===== config.mk =====
export PLATFORM = sky130hd
export DESIGN_NAME = adcavg_top
export DESIGN_NICKNAME = d
export VERILOG_FILES = /design/src/adcavg_pkg.sv /design/src/adcavg_top.sv
export VERILOG_INCLUDE_DIRS = /design/src
export SDC_FILE = /design/constraint.sdc
export NUM_CORES = 1
export LEC_CHECK = 0
export BUFFER_PORTS_ARGS = -buffer_cell sky130_fd_sc_hd__buf_4
export CORE_ASPECT_RATIO = 1.75
export CORE_MARGIN = 3
export CORE_UTILIZATION = 35
export DETAILED_ROUTE_END_ITERATION = 10
export PLACE_DENSITY = 0.52
export SLEW_MARGIN = 20
export SYNTH_ARGS = -nofsm -noshare
export SYNTH_HDL_FRONTEND = slang
export SYNTH_SLANG_ARGS = --single-unit

===== constraint.sdc =====
create_clock -name pclk -period 3.53 [get_ports pclk]
set_clock_uncertainty 0.1 [all_clocks]
set_input_delay 0.1765 -clock pclk [delete_from_list [all_inputs] [get_ports pclk]]
set_output_delay 0.1765 -clock pclk [all_outputs]
set_load 0.01 [all_outputs]

===== src/adcavg_cfg.svh =====
// offsets, field positions, reset values and limits of the averaging control
`ifndef ADCAVG_CFG_SVH
`define ADCAVG_CFG_SVH
`define ADCAVG_ACC_CTRL_IDX     4'h2
`define ADCAVG_ACC_CTRL_ADDR    12'h008
`define ADCAVG_RESULT_ADDR      12'h00c
`define ADCAVG_STATUS_ADDR      12'h010
`define ADCAVG_WPROT_ADDR       12'h014
`define ADCAVG_ACC_CTRL_RST     8'h00
`define ADCAVG_SCNT_LSB         0
`define ADCAVG_SCNT_MSB         3
`define ADCAVG_SHIFT_LSB        4
`define ADCAVG_SHIFT_MSB        6
`define ADCAVG_RSVD_BIT         7
`define ADCAVG_SCNT_MAX         4'ha
`define ADCAVG_SAMPLE_W         12
`define ADCAVG_SUM_W            22
`endif


===== src/adcavg_pkg.sv =====
// types of the averaging control
package adcavg_pkg;
	typedef enum logic [1:0] {
		ADCAVG_IDLE = 2'b01,
		ADCAVG_ACC  = 2'b10
	} adcavg_state_t;
endpackage


===== src/adcavg_top.sv =====
// sample accumulation and averaging control with apb registers
//
// Notes on behaviour
// - codes 0 to 0xa sum 1 to 1024 samples in powers of two, codes 0xb to 0xf are reserved.
// - the sample count sits in bits 3:0 of the control register and sets the accumulation length.
// - bits 6:4 give a power-of-two division coefficient for the sum.
// - the final value is placed in the result register for software to read.
// - bit 7 of the control register is reserved, reads zero and should be written zero.
`timescale 1ns/1ps
`include "adcavg_cfg.svh"
module adcavg_top (
	input  wire logic        pclk,
	input  wire logic        presetn,
	input  wire logic        psel,
	input  wire logic        penable,
	input  wire logic        pwrite,
	input  wire logic [11:0] paddr,
	input  wire logic [31:0] pwdata,
	output logic      [31:0] prdata,
	output logic             pready,
	output logic             pslverr,
	input  wire logic        sample_valid,
	input  wire logic [11:0] sample_data,
	output logic             result_valid
);

	////////////////////////////////////////////////////////////////////
	// register state
	logic [6:0]                  acc_ctrl;
	logic [6:0]                  next_acc_ctrl;
	logic                        wprot;
	logic                        next_wprot;
	logic                        wr_ok;
	logic                        rd_ok;
	logic                        acc_wr;
	logic                        rsvd_code;

	assign pready    = 1'b1;
	assign wr_ok     = psel && penable && pwrite;
	assign rd_ok     = psel && penable && !pwrite;
	assign rsvd_code = (acc_ctrl[`ADCAVG_SCNT_MSB:`ADCAVG_SCNT_LSB] > `ADCAVG_SCNT_MAX);
	assign acc_wr    = wr_ok && (paddr == `ADCAVG_ACC_CTRL_ADDR) && !wprot;

	// next register values, bit 7 is never stored
	always_comb begin
		next_acc_ctrl = acc_ctrl;
		next_wprot    = wprot;
		if (acc_wr) begin
			next_acc_ctrl = pwdata[6:0];
		end
		if (wr_ok && paddr == `ADCAVG_WPROT_ADDR) begin
			next_wprot = pwdata[0];
		end
	end

	// register flops
	always_ff @(posedge pclk or negedge presetn) begin
		if (!presetn) begin
			acc_ctrl <= 7'(`ADCAVG_ACC_CTRL_RST);
			wprot    <= 1'b0;
		end else begin
			acc_ctrl <= next_acc_ctrl;
			wprot    <= next_wprot;
		end
	end

	////////////////////////////////////////////////////////////////////
	// accumulator
	adcavg_pkg::adcavg_state_t   state;
	adcavg_pkg::adcavg_state_t   next_state;
	logic [`ADCAVG_SUM_W-1:0]    sum;
	logic [`ADCAVG_SUM_W-1:0]    next_sum;
	logic [10:0]                 cnt;
	logic [10:0]                 next_cnt;
	logic [`ADCAVG_SUM_W-1:0]    result;
	logic [`ADCAVG_SUM_W-1:0]    next_result;
	logic                        next_result_valid;
	logic [10:0]                 target;
	logic [`ADCAVG_SUM_W-1:0]    sum_in;
	logic [`ADCAVG_SUM_W-1:0]    shifted;

	assign target  = 11'h001 << acc_ctrl[`ADCAVG_SCNT_MSB:`ADCAVG_SCNT_LSB];
	assign sum_in  = sum + {10'h000, sample_data};
	assign shifted = sum_in >> acc_ctrl[`ADCAVG_SHIFT_MSB:`ADCAVG_SHIFT_LSB];

	// sum samples; a control write ends the run and returns to idle
	always_comb begin
		next_state        = state;
		next_sum          = sum;
		next_cnt          = cnt;
		next_result       = result;
		next_result_valid = 1'b0;
		case (state)
			adcavg_pkg::ADCAVG_IDLE: begin
				next_sum = '0;
				next_cnt = 11'h000;
				if (sample_valid && !rsvd_code && !acc_wr) begin
					if (target == 11'h001) begin
						next_result       = shifted;
						next_result_valid = 1'b1;
					end else begin
						next_sum   = sum_in;
						next_cnt   = 11'h001;
						next_state = adcavg_pkg::ADCAVG_ACC;
					end
				end
			end
			adcavg_pkg::ADCAVG_ACC: begin
				if (acc_wr || rsvd_code) begin
					next_state = adcavg_pkg::ADCAVG_IDLE;
				end else if (sample_valid) begin
					if (cnt + 11'h001 == target) begin
						next_result       = shifted;
						next_result_valid = 1'b1;
						next_state        = adcavg_pkg::ADCAVG_IDLE;
					end else begin
						next_sum = sum_in;
						next_cnt = cnt + 11'h001;
					end
				end
			end
			default: begin
				next_state = adcavg_pkg::ADCAVG_IDLE;
			end
		endcase
	end

	// accumulator flops
	always_ff @(posedge pclk or negedge presetn) begin
		if (!presetn) begin
			state        <= adcavg_pkg::ADCAVG_IDLE;
			sum          <= '0;
			cnt          <= 11'h000;
			result       <= '0;
			result_valid <= 1'b0;
		end else begin
			state        <= next_state;
			sum          <= next_sum;
			cnt          <= next_cnt;
			result       <= next_result;
			result_valid <= next_result_valid;
		end
	end

	////////////////////////////////////////////////////////////////////
	// read mux and error answer
	always_comb begin
		prdata  = 32'h0000_0000;
		pslverr = 1'b0;
		if (rd_ok || wr_ok) begin
			case (paddr)
				`ADCAVG_ACC_CTRL_ADDR: prdata = {25'h0, acc_ctrl};
				`ADCAVG_RESULT_ADDR:   prdata = {10'h000, result};
				`ADCAVG_STATUS_ADDR:   prdata = {29'h0, rsvd_code,
					state == adcavg_pkg::ADCAVG_ACC, wprot};
				`ADCAVG_WPROT_ADDR:    prdata = {31'h0, wprot};
				default:               pslverr = 1'b1;
			endcase
			if (!rd_ok) begin
				prdata = 32'h0000_0000;
			end
		end
	end

	////////////////////////////////////////////////////////////////////
	// checks
	// reserved top bit of the control word always reads zero
	a_rsvd_bit_zero: assert property (@(posedge pclk) disable iff (!presetn)
		rd_ok && paddr == `ADCAVG_ACC_CTRL_ADDR |-> prdata[7] == 1'b0)
		else $error("reserved bit reads nonzero");

	// control read shows both fields in place
	a_ctrl_read: assert property (@(posedge pclk) disable iff (!presetn)
		rd_ok && paddr == `ADCAVG_ACC_CTRL_ADDR |-> prdata == {25'h0, acc_ctrl})
		else $error("control read wrong");

	// an accepted write lands at the access edge
	a_ctrl_write: assert property (@(posedge pclk) disable iff (!presetn)
		acc_wr |=> acc_ctrl == $past(pwdata[6:0]))
		else $error("control write not stored");

	// protection freezes the control word
	a_prot_hold: assert property (@(posedge pclk) disable iff (!presetn)
		wprot && !acc_wr |=> $stable(acc_ctrl))
		else $error("protected control changed");

	// protect bit follows its own write
	a_wprot_write: assert property (@(posedge pclk) disable iff (!presetn)
		wr_ok && paddr == `ADCAVG_WPROT_ADDR |=> wprot == $past(pwdata[0]))
		else $error("protect write not stored");

	// one sample with no shift passes straight through
	a_single_pass: assert property (@(posedge pclk) disable iff (!presetn)
		state == adcavg_pkg::ADCAVG_IDLE && sample_valid && !acc_wr && !rsvd_code
		&& acc_ctrl == 7'h00 |=> result_valid && result == {10'h000, $past(sample_data)})
		else $error("single sample result wrong");

	// stored result is the full sum shifted right
	a_shift_value: assert property (@(posedge pclk) disable iff (!presetn)
		next_result_valid |=> result == ($past(sum_in) >> $past(acc_ctrl[6:4])))
		else $error("result shift wrong");

	// zero shift keeps the plain sum
	a_shift_zero: assert property (@(posedge pclk) disable iff (!presetn)
		next_result_valid && acc_ctrl[6:4] == 3'h0 |=> result == $past(sum_in))
		else $error("unshifted result wrong");

	// reserved counts never yield a result
	a_rsvd_code_idle: assert property (@(posedge pclk) disable iff (!presetn)
		rsvd_code |=> !result_valid)
		else $error("reserved code produced result");

	// reserved counts drop any run in progress
	a_rsvd_abort: assert property (@(posedge pclk) disable iff (!presetn)
		rsvd_code |=> state == adcavg_pkg::ADCAVG_IDLE)
		else $error("reserved code kept accumulating");

	// legal codes ask for at most 1024 samples
	a_target_range: assert property (@(posedge pclk) disable iff (!presetn)
		!rsvd_code |-> target <= 11'h400)
		else $error("sample target out of range");

	// count stays below the run length
	a_count_bound: assert property (@(posedge pclk) disable iff (!presetn)
		state == adcavg_pkg::ADCAVG_ACC |-> cnt < target)
		else $error("count passed target");

	// gaps between samples leave the run untouched
	a_cnt_hold: assert property (@(posedge pclk) disable iff (!presetn)
		state == adcavg_pkg::ADCAVG_ACC && !sample_valid && !acc_wr && !rsvd_code
		|=> $stable(cnt) && $stable(sum))
		else $error("run moved without sample");

	// each middle sample adds one to the count
	a_cnt_step: assert property (@(posedge pclk) disable iff (!presetn)
		state == adcavg_pkg::ADCAVG_ACC && sample_valid && !acc_wr && !rsvd_code
		&& (cnt + 11'h001 != target) |=> cnt == $past(cnt) + 11'h001)
		else $error("count step wrong");

	// a control write ends a run in progress
	a_write_abort: assert property (@(posedge pclk) disable iff (!presetn)
		state == adcavg_pkg::ADCAVG_ACC && acc_wr |=> state == adcavg_pkg::ADCAVG_IDLE)
		else $error("run survived control write");

	// a finished run returns to idle
	a_valid_idle: assert property (@(posedge pclk) disable iff (!presetn)
		result_valid |-> state == adcavg_pkg::ADCAVG_IDLE)
		else $error("result while accumulating");

	// result only moves with its pulse
	a_result_hold: assert property (@(posedge pclk) disable iff (!presetn)
		!result_valid |-> $stable(result))
		else $error("result changed without valid");

	// result read shows the stored value
	a_result_read: assert property (@(posedge pclk) disable iff (!presetn)
		rd_ok && paddr == `ADCAVG_RESULT_ADDR |-> prdata == {10'h000, result})
		else $error("result read wrong");

	// status shows protect and reserved code
	a_status_read: assert property (@(posedge pclk) disable iff (!presetn)
		rd_ok && paddr == `ADCAVG_STATUS_ADDR |-> prdata[0] == wprot && prdata[2] == rsvd_code)
		else $error("status read wrong");

	// unmapped addresses answer with an error
	a_unmapped_err: assert property (@(posedge pclk) disable iff (!presetn)
		rd_ok && paddr != `ADCAVG_ACC_CTRL_ADDR && paddr != `ADCAVG_RESULT_ADDR
		&& paddr != `ADCAVG_STATUS_ADDR && paddr != `ADCAVG_WPROT_ADDR |-> pslverr)
		else $error("unmapped access without error");

	// the control word never answers with an error
	a_mapped_no_err: assert property (@(posedge pclk) disable iff (!presetn)
		psel && penable && paddr == `ADCAVG_ACC_CTRL_ADDR |-> !pslverr)
		else $error("control access gave error");

	// an error answer carries no data
	a_err_read_zero: assert property (@(posedge pclk) disable iff (!presetn)
		pslverr |-> prdata == 32'h0000_0000)
		else $error("error answer carried data");

	// exactly one state bit is set
	a_state_onehot: assert property (@(posedge pclk) disable iff (!presetn)
		$onehot(state))
		else $error("state not one-hot");

	// two-sample run completes
	c_two_samples: cover property (@(posedge pclk) disable iff (!presetn)
		acc_ctrl == 7'h01 ##0 state == adcavg_pkg::ADCAVG_ACC ##[1:20] result_valid);

	// shifted result produced
	c_shifted: cover property (@(posedge pclk) disable iff (!presetn)
		result_valid && acc_ctrl[6:4] != 3'h0);

	// protected write attempted
	c_prot_block: cover property (@(posedge pclk) disable iff (!presetn)
		wprot && wr_ok && paddr == `ADCAVG_ACC_CTRL_ADDR);

	// longest run of 1024 samples completes
	c_full_run: cover property (@(posedge pclk) disable iff (!presetn)
		result_valid && acc_ctrl[3:0] == 4'ha);

	// run cut short by a control write
	c_run_abort: cover property (@(posedge pclk) disable iff (!presetn)
		state == adcavg_pkg::ADCAVG_ACC && acc_wr);

endmodule


== Word level (Yosys, flattened, before mapping) ==
Index checks and enable logic that the tools add are counted.

* Register bits after elaboration: 66
* Latch bits: 0
* Memory bits (writable): 0
* Memory bits (read-only): 0
* Input bits: 62
* Output and inout bits: 35
* Logic and storage cells: 83
* Memories kept: 0

* Add/subtract/negate cells: 2
* $mul: 0
* Div/mod/pow operators: 0
* $lt $le $gt $ge: 1
* Equality and inequality tests: 17
* Shift-type cells: 2
* Multiplexer cells: 35
* Bitwise logic cells: 0
* Reductions and logical operators: 19

{| class="wikitable"
|+ Operator list
! cell !! number
|-
| 22-bit 2-to-1 mux || 10
|-
| 22-bit case mux with 2 select lines || 2
|-
| 22-bit case mux with 4 select lines || 1
|-
| 32-bit 2-to-1 mux || 2
|-
| 11-bit 2-to-1 mux || 3
|-
| 12-bit by 4-bit == test with 1-bit output (second input constant) || 2
|-
| 12-bit by 5-bit == test with 1-bit output (second input constant) || 2
|-
| 22-bit by 12-bit adder with 22-bit output || 1
|-
| 11-bit case mux with 2 select lines || 1
|-
| 22-bit by 3-bit >> shifter with 22-bit output || 1
|-
| 2-bit inequality test (second input constant) || 7
|-
| 11-bit by 1-bit adder with 11-bit output (second input constant) || 1
|-
| 11-bit by 1-bit == test with 1-bit output (second input constant) || 1
|-
| 11-bit == test || 1
|-
| 1-bit by 4-bit left shift with 11-bit output (first input constant) || 1
|-
| 2-bit 2-to-1 mux || 5
|-
| 1-bit 2-to-1 mux || 9
|-
| 1-bit logical AND || 8
|-
| 4-bit AND reduction || 2
|-
| 3-bit inequality test (second input constant) || 2
|-
| 6-bit AND reduction || 1
|-
| 4-bit > comparator (second input constant) || 1
|-
| 1-bit logical NOT || 4
|-
| 2-bit case mux with 2 select lines || 1
|-
| 6 further kinds || 7
|}

== Longest topological paths before layout ==
Gate-level depths: netlist (run 1).

* Word-level depth: 8
* Gate-level depth with buffers: 12
* Gate-level depth less buffers: 10

== Worst setup path before layout (run 1) ==
Ideal clock, no wire load.

* Kind: register -> register
* Start: reg sum[5]
* End: reg result[7]
* Library setup time: 125 ps
* Arrival time: 2962 ps
* Data required time: 3305 ps
* Path slack: 344 ps
* Cell stages (with the launch flop): 11
* Path buffers: 1
* Cells stage by stage: dfrtp_1 -> ha_1 -> and3_4 -> a221oi_4 -> or4_1 -> and3_1 -> buf_2 -> xnor2_1 -> a21o_1 -> mux4_2 -> mux2_2

* Longest elaborated chain between the ends: 6
* Elaborated cells between the ends (all ways): 8
* Those cells by class: add/sub: 1; shift: 1; mux: 6

{| class="wikitable"
|+ RTL lines
! what !! line !! text
|-
| start: declaration || adcavg_top.sv:71 || <nowiki>logic [`ADCAVG_SUM_W-1:0] sum;</nowiki>
|-
| start signal: assignment || adcavg_top.sv:138 || <nowiki>sum <= next_sum;</nowiki>
|-
| 22-bit by 12-bit adder with 22-bit output * || adcavg_top.sv:83 || <nowiki>assign sum_in = sum + {10'h000, sample_data};</nowiki>
|-
| 22-bit by 3-bit >> shifter with 22-bit output * || adcavg_top.sv:84 || <nowiki>assign shifted = sum_in >> acc_ctrl[`ADCAVG_SHIFT_MSB:`ADCAVG_SHIFT_LSB];</nowiki>
|-
| 22-bit 2-to-1 mux || adcavg_top.sv:112 || <nowiki>if (cnt + 11'h001 == target) begin</nowiki>
|-
| 22-bit 2-to-1 mux || adcavg_top.sv:111 || <nowiki>end else if (sample_valid) begin</nowiki>
|-
| 22-bit 2-to-1 mux || adcavg_top.sv:109 || <nowiki>if (acc_wr || rsvd_code) begin</nowiki>
|-
| 22-bit case mux with 2 select lines * || adcavg_top.sv:93 || <nowiki>case (state)</nowiki>
|-
| end signal: assignment || adcavg_top.sv:140 || <nowiki>result <= next_result;</nowiki>
|-
| end: declaration || adcavg_top.sv:75 || <nowiki>logic [`ADCAVG_SUM_W-1:0] result;</nowiki>
|}

Every way passes the cells marked *; elsewhere a longest branch is shown, timed or not. The select of a mux whose other input is x is not followed.
A chain may end at the register's enable or synchronous reset.

== Worst setup path after layout (run 1) ==
* Start: reg sum[0]
* End: reg result[7]

The elaborated chain is that of the path after synthesis.

==> results of run 1 <==
state kept, by name, indices dropped and copies added (netlist names):
| signal | cells |
|---|---|
| result_valid | 1 |
| cnt | 11 |
| state | 2 |
| result | 22 |
| wprot | 1 |
| sum | 22 |
| acc_ctrl | 7 |
per-stage QoR:
step	hold slack [ps]	power, mW	setup WS [ps]
after detailed placement	283	1.06	97.0
after CTS	78.8	2.15	74.3
final	90.2	2.13	142
after global routing	91.5	2.21	9.95
after floorplan	-219	0.955	344
after global placement	284	1.06	142
routing by layer:
| layer | up-vias | wire length, um |
|---|---|---|
| met5 | - | 0 |
| met4 | 0 | 773 |
| met3 | 42 | 638 |
| met2 | 176 | 10100 |
| met1 | 2738 | 7450 |
| li1 | 2701 | - |
worst paths after layout:
kind,slack [ps],endpoint,cells past startpoint,startpoint
worst max-delay path,140,result[7],10,sum[0]
worst min register to register,390,result[20],2,result[20]
worst min-delay path,90,result_valid,3,sample_valid
worst max register to register,140,result[7],10,sum[0]
min in group asynchronous,390,sum[19],2,presetn
max in group asynchronous,2300,sum[0],2,presetn
power breakdown:
part	switching [mW]	internal [mW]	total [mW]
sequential	0.0114	0.776	0.788
combinational	0.158	0.110	0.268
clock	0.374	0.696	1.07
cell usage in the layout (no fill, tap or decap), types with 6 or more instances in the layout:
master         count
nand2_1           62
dlygate4sd3_1      8
buf_4             87
o31ai_1           14
nor2_1            49
nand3_1           34
xnor2_1           23
nor3_1            28
o21ai_0           34
conb_1            11
or3_1              8
nor4_1            13
o211ai_1           7
mux2_2            14
clkbuf_16          9
xor2_1            10
mux2i_1           14
inv_1             19
mux4_2            11
o21a_1             6
a211oi_1          12
and2_1            16
a21o_1            11
dfrtp_1           65
or2_2              7
ha_1              13
and3_1            10
a31oi_1           11
nand4_1            9
a21oi_1           28
what timing repair did:
| action | 4_1_cts | 5_1_grt |
|---|---|---|
| gates resized for setup | 0 | 9 |
| setup buffers | 0 | 1 |
| endpoints found under the setup margin | 0 | 7 |
| hold buffers | 8 | 0 |
| endpoints found under the hold margin | 73 | 0 |
worst register-to-register path, delay by kind of cell, from the launching register on:
kind	cells	cell delay, ps
DFF	1	380
AOI/OAI and AO/OA	3	910
and+or+nand+nor	2	420
xor gates and xnor gates	1	110
muxes	2	760
adders and majority gates	2	610
layout make-up:
cell class / instances / share of cell area
well taps: 220 / 0.0392
inverters: 21 / 0.0112
clock inverters: 7 / 0.0178
multi-input cells: 557 / 0.552
flip-flops and latches: 66 / 0.235
clock buffers: 9 / 0.0321
repair buffers: 98 / 0.113
cells by family (layout without fill, tap and decap cells):
| logic type | Yosys count | after routing |
|---|---|---|
| and+or+nand+nor | 267 | 267 |
| AOI/OAI and AO/OA | 190 | 190 |
| adders and majority gates | 16 | 16 |
| buffers and inverters | 87 | 135 |
| muxes | 39 | 39 |
| other | 2 | 11 |
| xor gates and xnor gates | 34 | 34 |
| DFF | 66 | 66 |
==> impl_results.md, run 1 <==
* Status: completed
* Simple-gate share of the synthesized area at 0.236
* WS Path Type: flip-flop to flip-flop
* Cell taking the most area after synthesis: dfrtp_1
* GRT overflow at 0
* Final period util at 0.960
* Finished Core Util at 0.436
* Relative slew slack at 0.379
* Compound-Gate Fraction of Synth Area at 0.234
* Number of I/O pins at just under 100
* Largest net degree at the start of global routing at 67
* Synthesis Warnings at 0
* Worst-path cell chain: ha_1 -> fa_1 -> a21o_1 -> a221oi_4 -> or4_4 -> and3_1 -> xnor2_1 -> a21o_1 -> mux4_2 -> mux2_2
* Hold Crit Class: input port to flip-flop
* Die area at 18300 um^2
* Setup crit start kind: flip-flop
* WL/cell at 19.4 um
* PortBufs at 60
* Rows at between 60 and 70
* First-pass DRT Iterations at 5
* Overall routing resource usage at 0.205
* Post-DRT Antenna Nets at 0
* Hold Fails Final Rpt at 0
* Multiplexer area fraction after synthesis at 0.0934
* PD cells at between 300 and 400 nW/um^2
* Slew @ Worst Pin at about 930 ps
* H-tree levels at 3
* Adder-Cell Fraction of Synth Area at 0.0355
* Peak VDD IR at 0.209 mV
* Inst Count DP at between 900 and 1000
* GR Layer Usage met3 at 0.0223
* Post-Synth XOR/XNOR Area at 0.0510
* Worst-path cell with the longest stage delay: mux4_2
* Die H at between 150 and 200 um
* Gate Count Post-Synth at ~700
* DR vias/cell at 5.78
* Initial antenna violation count at 0
* Yosys reg bits at 66
* Clk sinks at 66
* Longest Clk Path Bufs at 2
* Multi-input gate area at between 3000 and 4000 um^2
* Buf+Inv Stages, Crit Path at 0
* CP top delay family: compound AO/OA/AOI/OAI gates
* N_diodes at 0
* Post-synth top area share at 0.278
* Initial drt markers at between 200 and 300
* Placement Cell Area at 6560 um^2
* # fillers at roughly 1600
* DR DRC count at 0
* CP max FO at 6
* Post-synth ARST share at 1.00
* Core footprint at ~16000 um^2
* EDFF count, synth at 0
* Synth cell count leaders: dfrtp_1 (65), nand2_1 (62), nor2_1 (49)
* TritonCTS Buffers at 9
* Layout Cells excl Fill at 978
* RSZ-0062 raised after global routing: false
* Library cells used by synthesis at 79
* Via Count at ~5700
* DRT Wirelength at ~19 mm
* Static Leak at ~2.9 nW
* Synth Flop Type: dfrtp_1
* CP required at 3650 ps
* Seq/Total Area, Yosys at 0.283
* Number of global-route vias before repair at approximately 5700
* Final RePlAce weighted congestion at 0.938
* Busiest grt layer: met2
* Worst-skew pair later-pin latency at ~340 ps
* Met2 Use GR at 0.388
* CTS tree: yes
* Ratio of cells with drive above 1 in the final layout at 0.212
* Largest cells by area after synthesis: dfrtp_1 (28%), mux4_2 (4.2%), nand2_1 (4.0%), xnor2_1 (3.6%), ha_1 (3.2%)
* Register area at around 1700 um^2
* CP endpoint kind: flip-flop
* Syn Area/Cell at ~8.3 um^2
* Cell mode on critical path: a21o_1
* Chip width at around 100 um
* Fmax achieved at between 200 and 300 MHz
* DP HPWL at around 14 mm
* CTS clk-pin slew, worst paths at about 60 ps
* Critical path arrival at approximately 3500 ps
* Slew Viols, Final at 0
* P&R area growth vs syn at 20.3%
* Starting density of the core at 0.363
* Cell area after synthesis at slightly below 6000 um^2
* Count leader, synth: dfrtp_1
* Setup TNS at 0 ps
* Design Area, Final at approximately 7000 um^2
* Nets at 831
* Final setup viols at 0
* Largest family of logic cells by synthesized area: simple AND/OR/NAND/NOR gates
* Critical Path Max Stage Delay at roughly 480 ps
* GR Util met1 at 0.226
* First-pass GRT wire length at 30.1 mm
* Maxcap violations at 0
* Final Critical Period at approximately 3400 ps
* Clock root buffer: clkbuf_16
Power figures use the tool's default switching activity.
==> run 2: changes to the inputs <==
Settings changed: BUFFER_PORTS_ARGS -buffer_cell sky130_fd_sc_hd__buf_4 to not set, DONT_BUFFER_PORTS set to 1, PLACE_DENSITY 0.52 to 0.47.
==> impl_results.md, run 2 (synthesized netlist as in run 1, its figures left out) <==
* Status: completed (unchanged)
* PortBufs at 0 (was 60)
* Longest Clk Path Bufs at 2 (unchanged)
* Nets at 774 (was 831)
* CP endpoint kind: flip-flop (unchanged)
* Via Count at 5397 (was 5657)
* Number of global-route vias before repair at 5537 (was 5683)
* CTS clk-pin slew, worst paths at 60 ps (about the same)
* Initial antenna violation count at 0 (unchanged)
* PD cells at 296 nW/um^2 (was 303 nW/um^2)
* Final period util at 0.960 (about the same)
* CP required at 3650 ps (about the same)
* Clk sinks at 66 (unchanged)
* DP HPWL at 14.5 mm (was 14.3 mm)
* Overall routing resource usage at 0.210 (was 0.205)
* First-pass DRT Iterations at 4 (was 5)
* H-tree levels at 3 (unchanged)
* Chip width at 104 um (unchanged)
* TritonCTS Buffers at 9 (unchanged)
* Fmax achieved at 295 MHz (about the same)
* Core footprint at 16100 um^2 (unchanged)
* Cell mode on critical path: a21o_1 (unchanged)
* FF-to-FF path depth at 11 (was 10)
* Design Area, Final at 6580 um^2 (was 7030 um^2)
* Post-DRT Antenna Nets at 0 (unchanged)
* Rows at 61 (unchanged)
* Hold Crit Class: input port to flip-flop (unchanged)
* Slew @ Worst Pin at 708 ps (was 931 ps)
* Number of I/O pins at 97 (unchanged)
* Slew Viols, Final at 0 (unchanged)
* Die H at 177 um (unchanged)
* Final setup viols at 0 (unchanged)
* N_diodes at 0 (unchanged)
* Largest net degree at the start of global routing at 67 (unchanged)
* Critical path arrival at 3510 ps (about the same)
* Static Leak at 2.57 nW (was 2.86 nW)
* Clock root buffer: clkbuf_16 (unchanged)
* Regs by FF count: result x22, sum x22, cnt x11 (unchanged)
* Worst-skew pair later-pin latency at 340 ps (about the same)
* Hold Fails Final Rpt at 0 (unchanged)
* CP max FO at 5 (was 6)
* Worst-path cell chain: ha_1 -> fa_1 -> a21o_1 -> a221oi_4 -> buf_6 -> or4_4 -> and3_1 -> xnor2_1 -> a21o_1 -> mux4_2 -> mux2_2 (was ha_1 -> fa_1 -> a21o_1 -> a221oi_4 -> or4_4 -> and3_1 -> xnor2_1 -> a21o_1 -> mux4_2 -> mux2_2)
* P&R area growth vs syn at 12.6% (was 20.3%)
* GRT overflow at 0 (unchanged)
* DR vias/cell at 5.86 (was 5.78)
* Placement Cell Area at 6110 um^2 (was 6560 um^2)
* WL/cell at 21.0 um (was 19.4 um)
* Tot Pwr at 1.94 mW (was 2.13 mW)
* Peak VDD IR at 0.174 mV (was 0.209 mV)
* CTS tree: yes (unchanged)
* WS Path Type: flip-flop to flip-flop (unchanged)
* Worst-path cell with the longest stage delay: mux4_2 (unchanged)
* Ratio of cells with drive above 1 in the final layout at 0.143 (was 0.212)
* Maxcap violations at 0 (unchanged)
* RSZ-0062 raised after global routing: false (unchanged)
* WHS Path Cells at 3 (unchanged)
* DRT Wirelength at 19.4 mm (was 19.0 mm)
* Most common cell after layout, fill and taps aside: dfrtp_1 (was buf_4)
* First-pass GRT wire length at 30.5 mm (was 30.1 mm)
* Critical Path Max Stage Delay at 450 ps (was 480 ps)
* Die area at 18300 um^2 (unchanged)
* Starting density of the core at 0.363 (unchanged)
* # fillers at 1623 (was 1630)
* Most frequent cells in the layout: dfrtp_1 (65), nand2_1 (62), nor2_1 (49), o21ai_0 (34), nand3_1 (34) (was buf_4 (87), dfrtp_1 (65), nand2_1 (62), nor2_1 (49))
* Setup TNS at 0 ps (unchanged)
* Relative slew slack at 0.526 (was 0.379)
* Setup crit start kind: flip-flop (unchanged)
* Final Critical Period at 3390 ps (about the same)
* Initial drt markers at 258 (was 282)
* Final RePlAce weighted congestion at 0.935 (was 0.938)
* DR DRC count at 0 (unchanged)
[run 2: repair_timing]
item                                    in CTS  in global routing
hold buffers                                10                  0
setup buffers                                0                  1
pin swaps                                    0                  0
gates resized for setup                      1                  9
endpoints found under the setup margin       1                  5
gates cloned                                 0                  0
endpoints found under the hold margin       75                  0
[run 2: per-layer routing]
metal	GRT usage	vias to the layer above	wire [um]
li1	-	2589	-
met2	0.406	118	10600
met1	0.222	2646	7160
met4	0.106	0	962
met5	0	-	0
met3	0.0267	44	579
[run 2: stage by stage]
| step | hold WS [ps] | setup WS, ps | util | std cells |
|---|---|---|---|---|
| after global routing | 115 | 19.5 | 0.409 | 921 |
| after detailed placement | -216 | -47.4 | 0.380 | 894 |
| after global placement | -217 | -25.4 | 0.380 | 894 |
| after floorplan | -219 | 344 | - | 710 |
| after CTS | 93.0 | 22.2 | 0.406 | 920 |
| final | 94.6 | 140 | 0.409 | 921 |
[run 2: final cells by class]
type                       instances  area (um^2)  area share
multi-input combinational        557         3880       0.590
clock buffer                      14          264      0.0401
sequential                        66         1650       0.251
clock inverter                     2         35.0     0.00532
timing repair buffer              41          392      0.0595
inverter                          21         78.8      0.0120
tap                              220          275      0.0418
[run 2: final timing paths]
kind	startpoint	endpoint	slack, ps
hold reg to reg	result[0]	result[0]	370
setup reg to reg	sum[0]	result[7]	140
setup / recovery	sum[0]	result[7]	140
hold / removal	penable	wprot	90
max in group asynchronous	presetn	state[0]	2680
min in group asynchronous	presetn	cnt[7]	300
[run 2: worst max-delay path, delay by kind of cell (launching register included)]
kind	cells	cell delay [ps]
AND/OR/NAND/NOR	2	330
adder cells (fa/ha/maj)	2	640
flip-flops	1	390
AO/OA/AOI/OAI	3	790
XOR/XNOR	1	130
multiplexers	2	720
buffers and inverters	1	170
[run 2: where the power goes]
| part | total, mW | internal, mW | switching, mW |
|---|---|---|---|
| clock network | 0.916 | 0.585 | 0.331 |
| registers | 0.789 | 0.777 | 0.0123 |
| logic | 0.239 | 0.0898 | 0.149 |
| total | 1.94 | 1.45 | 0.492 |
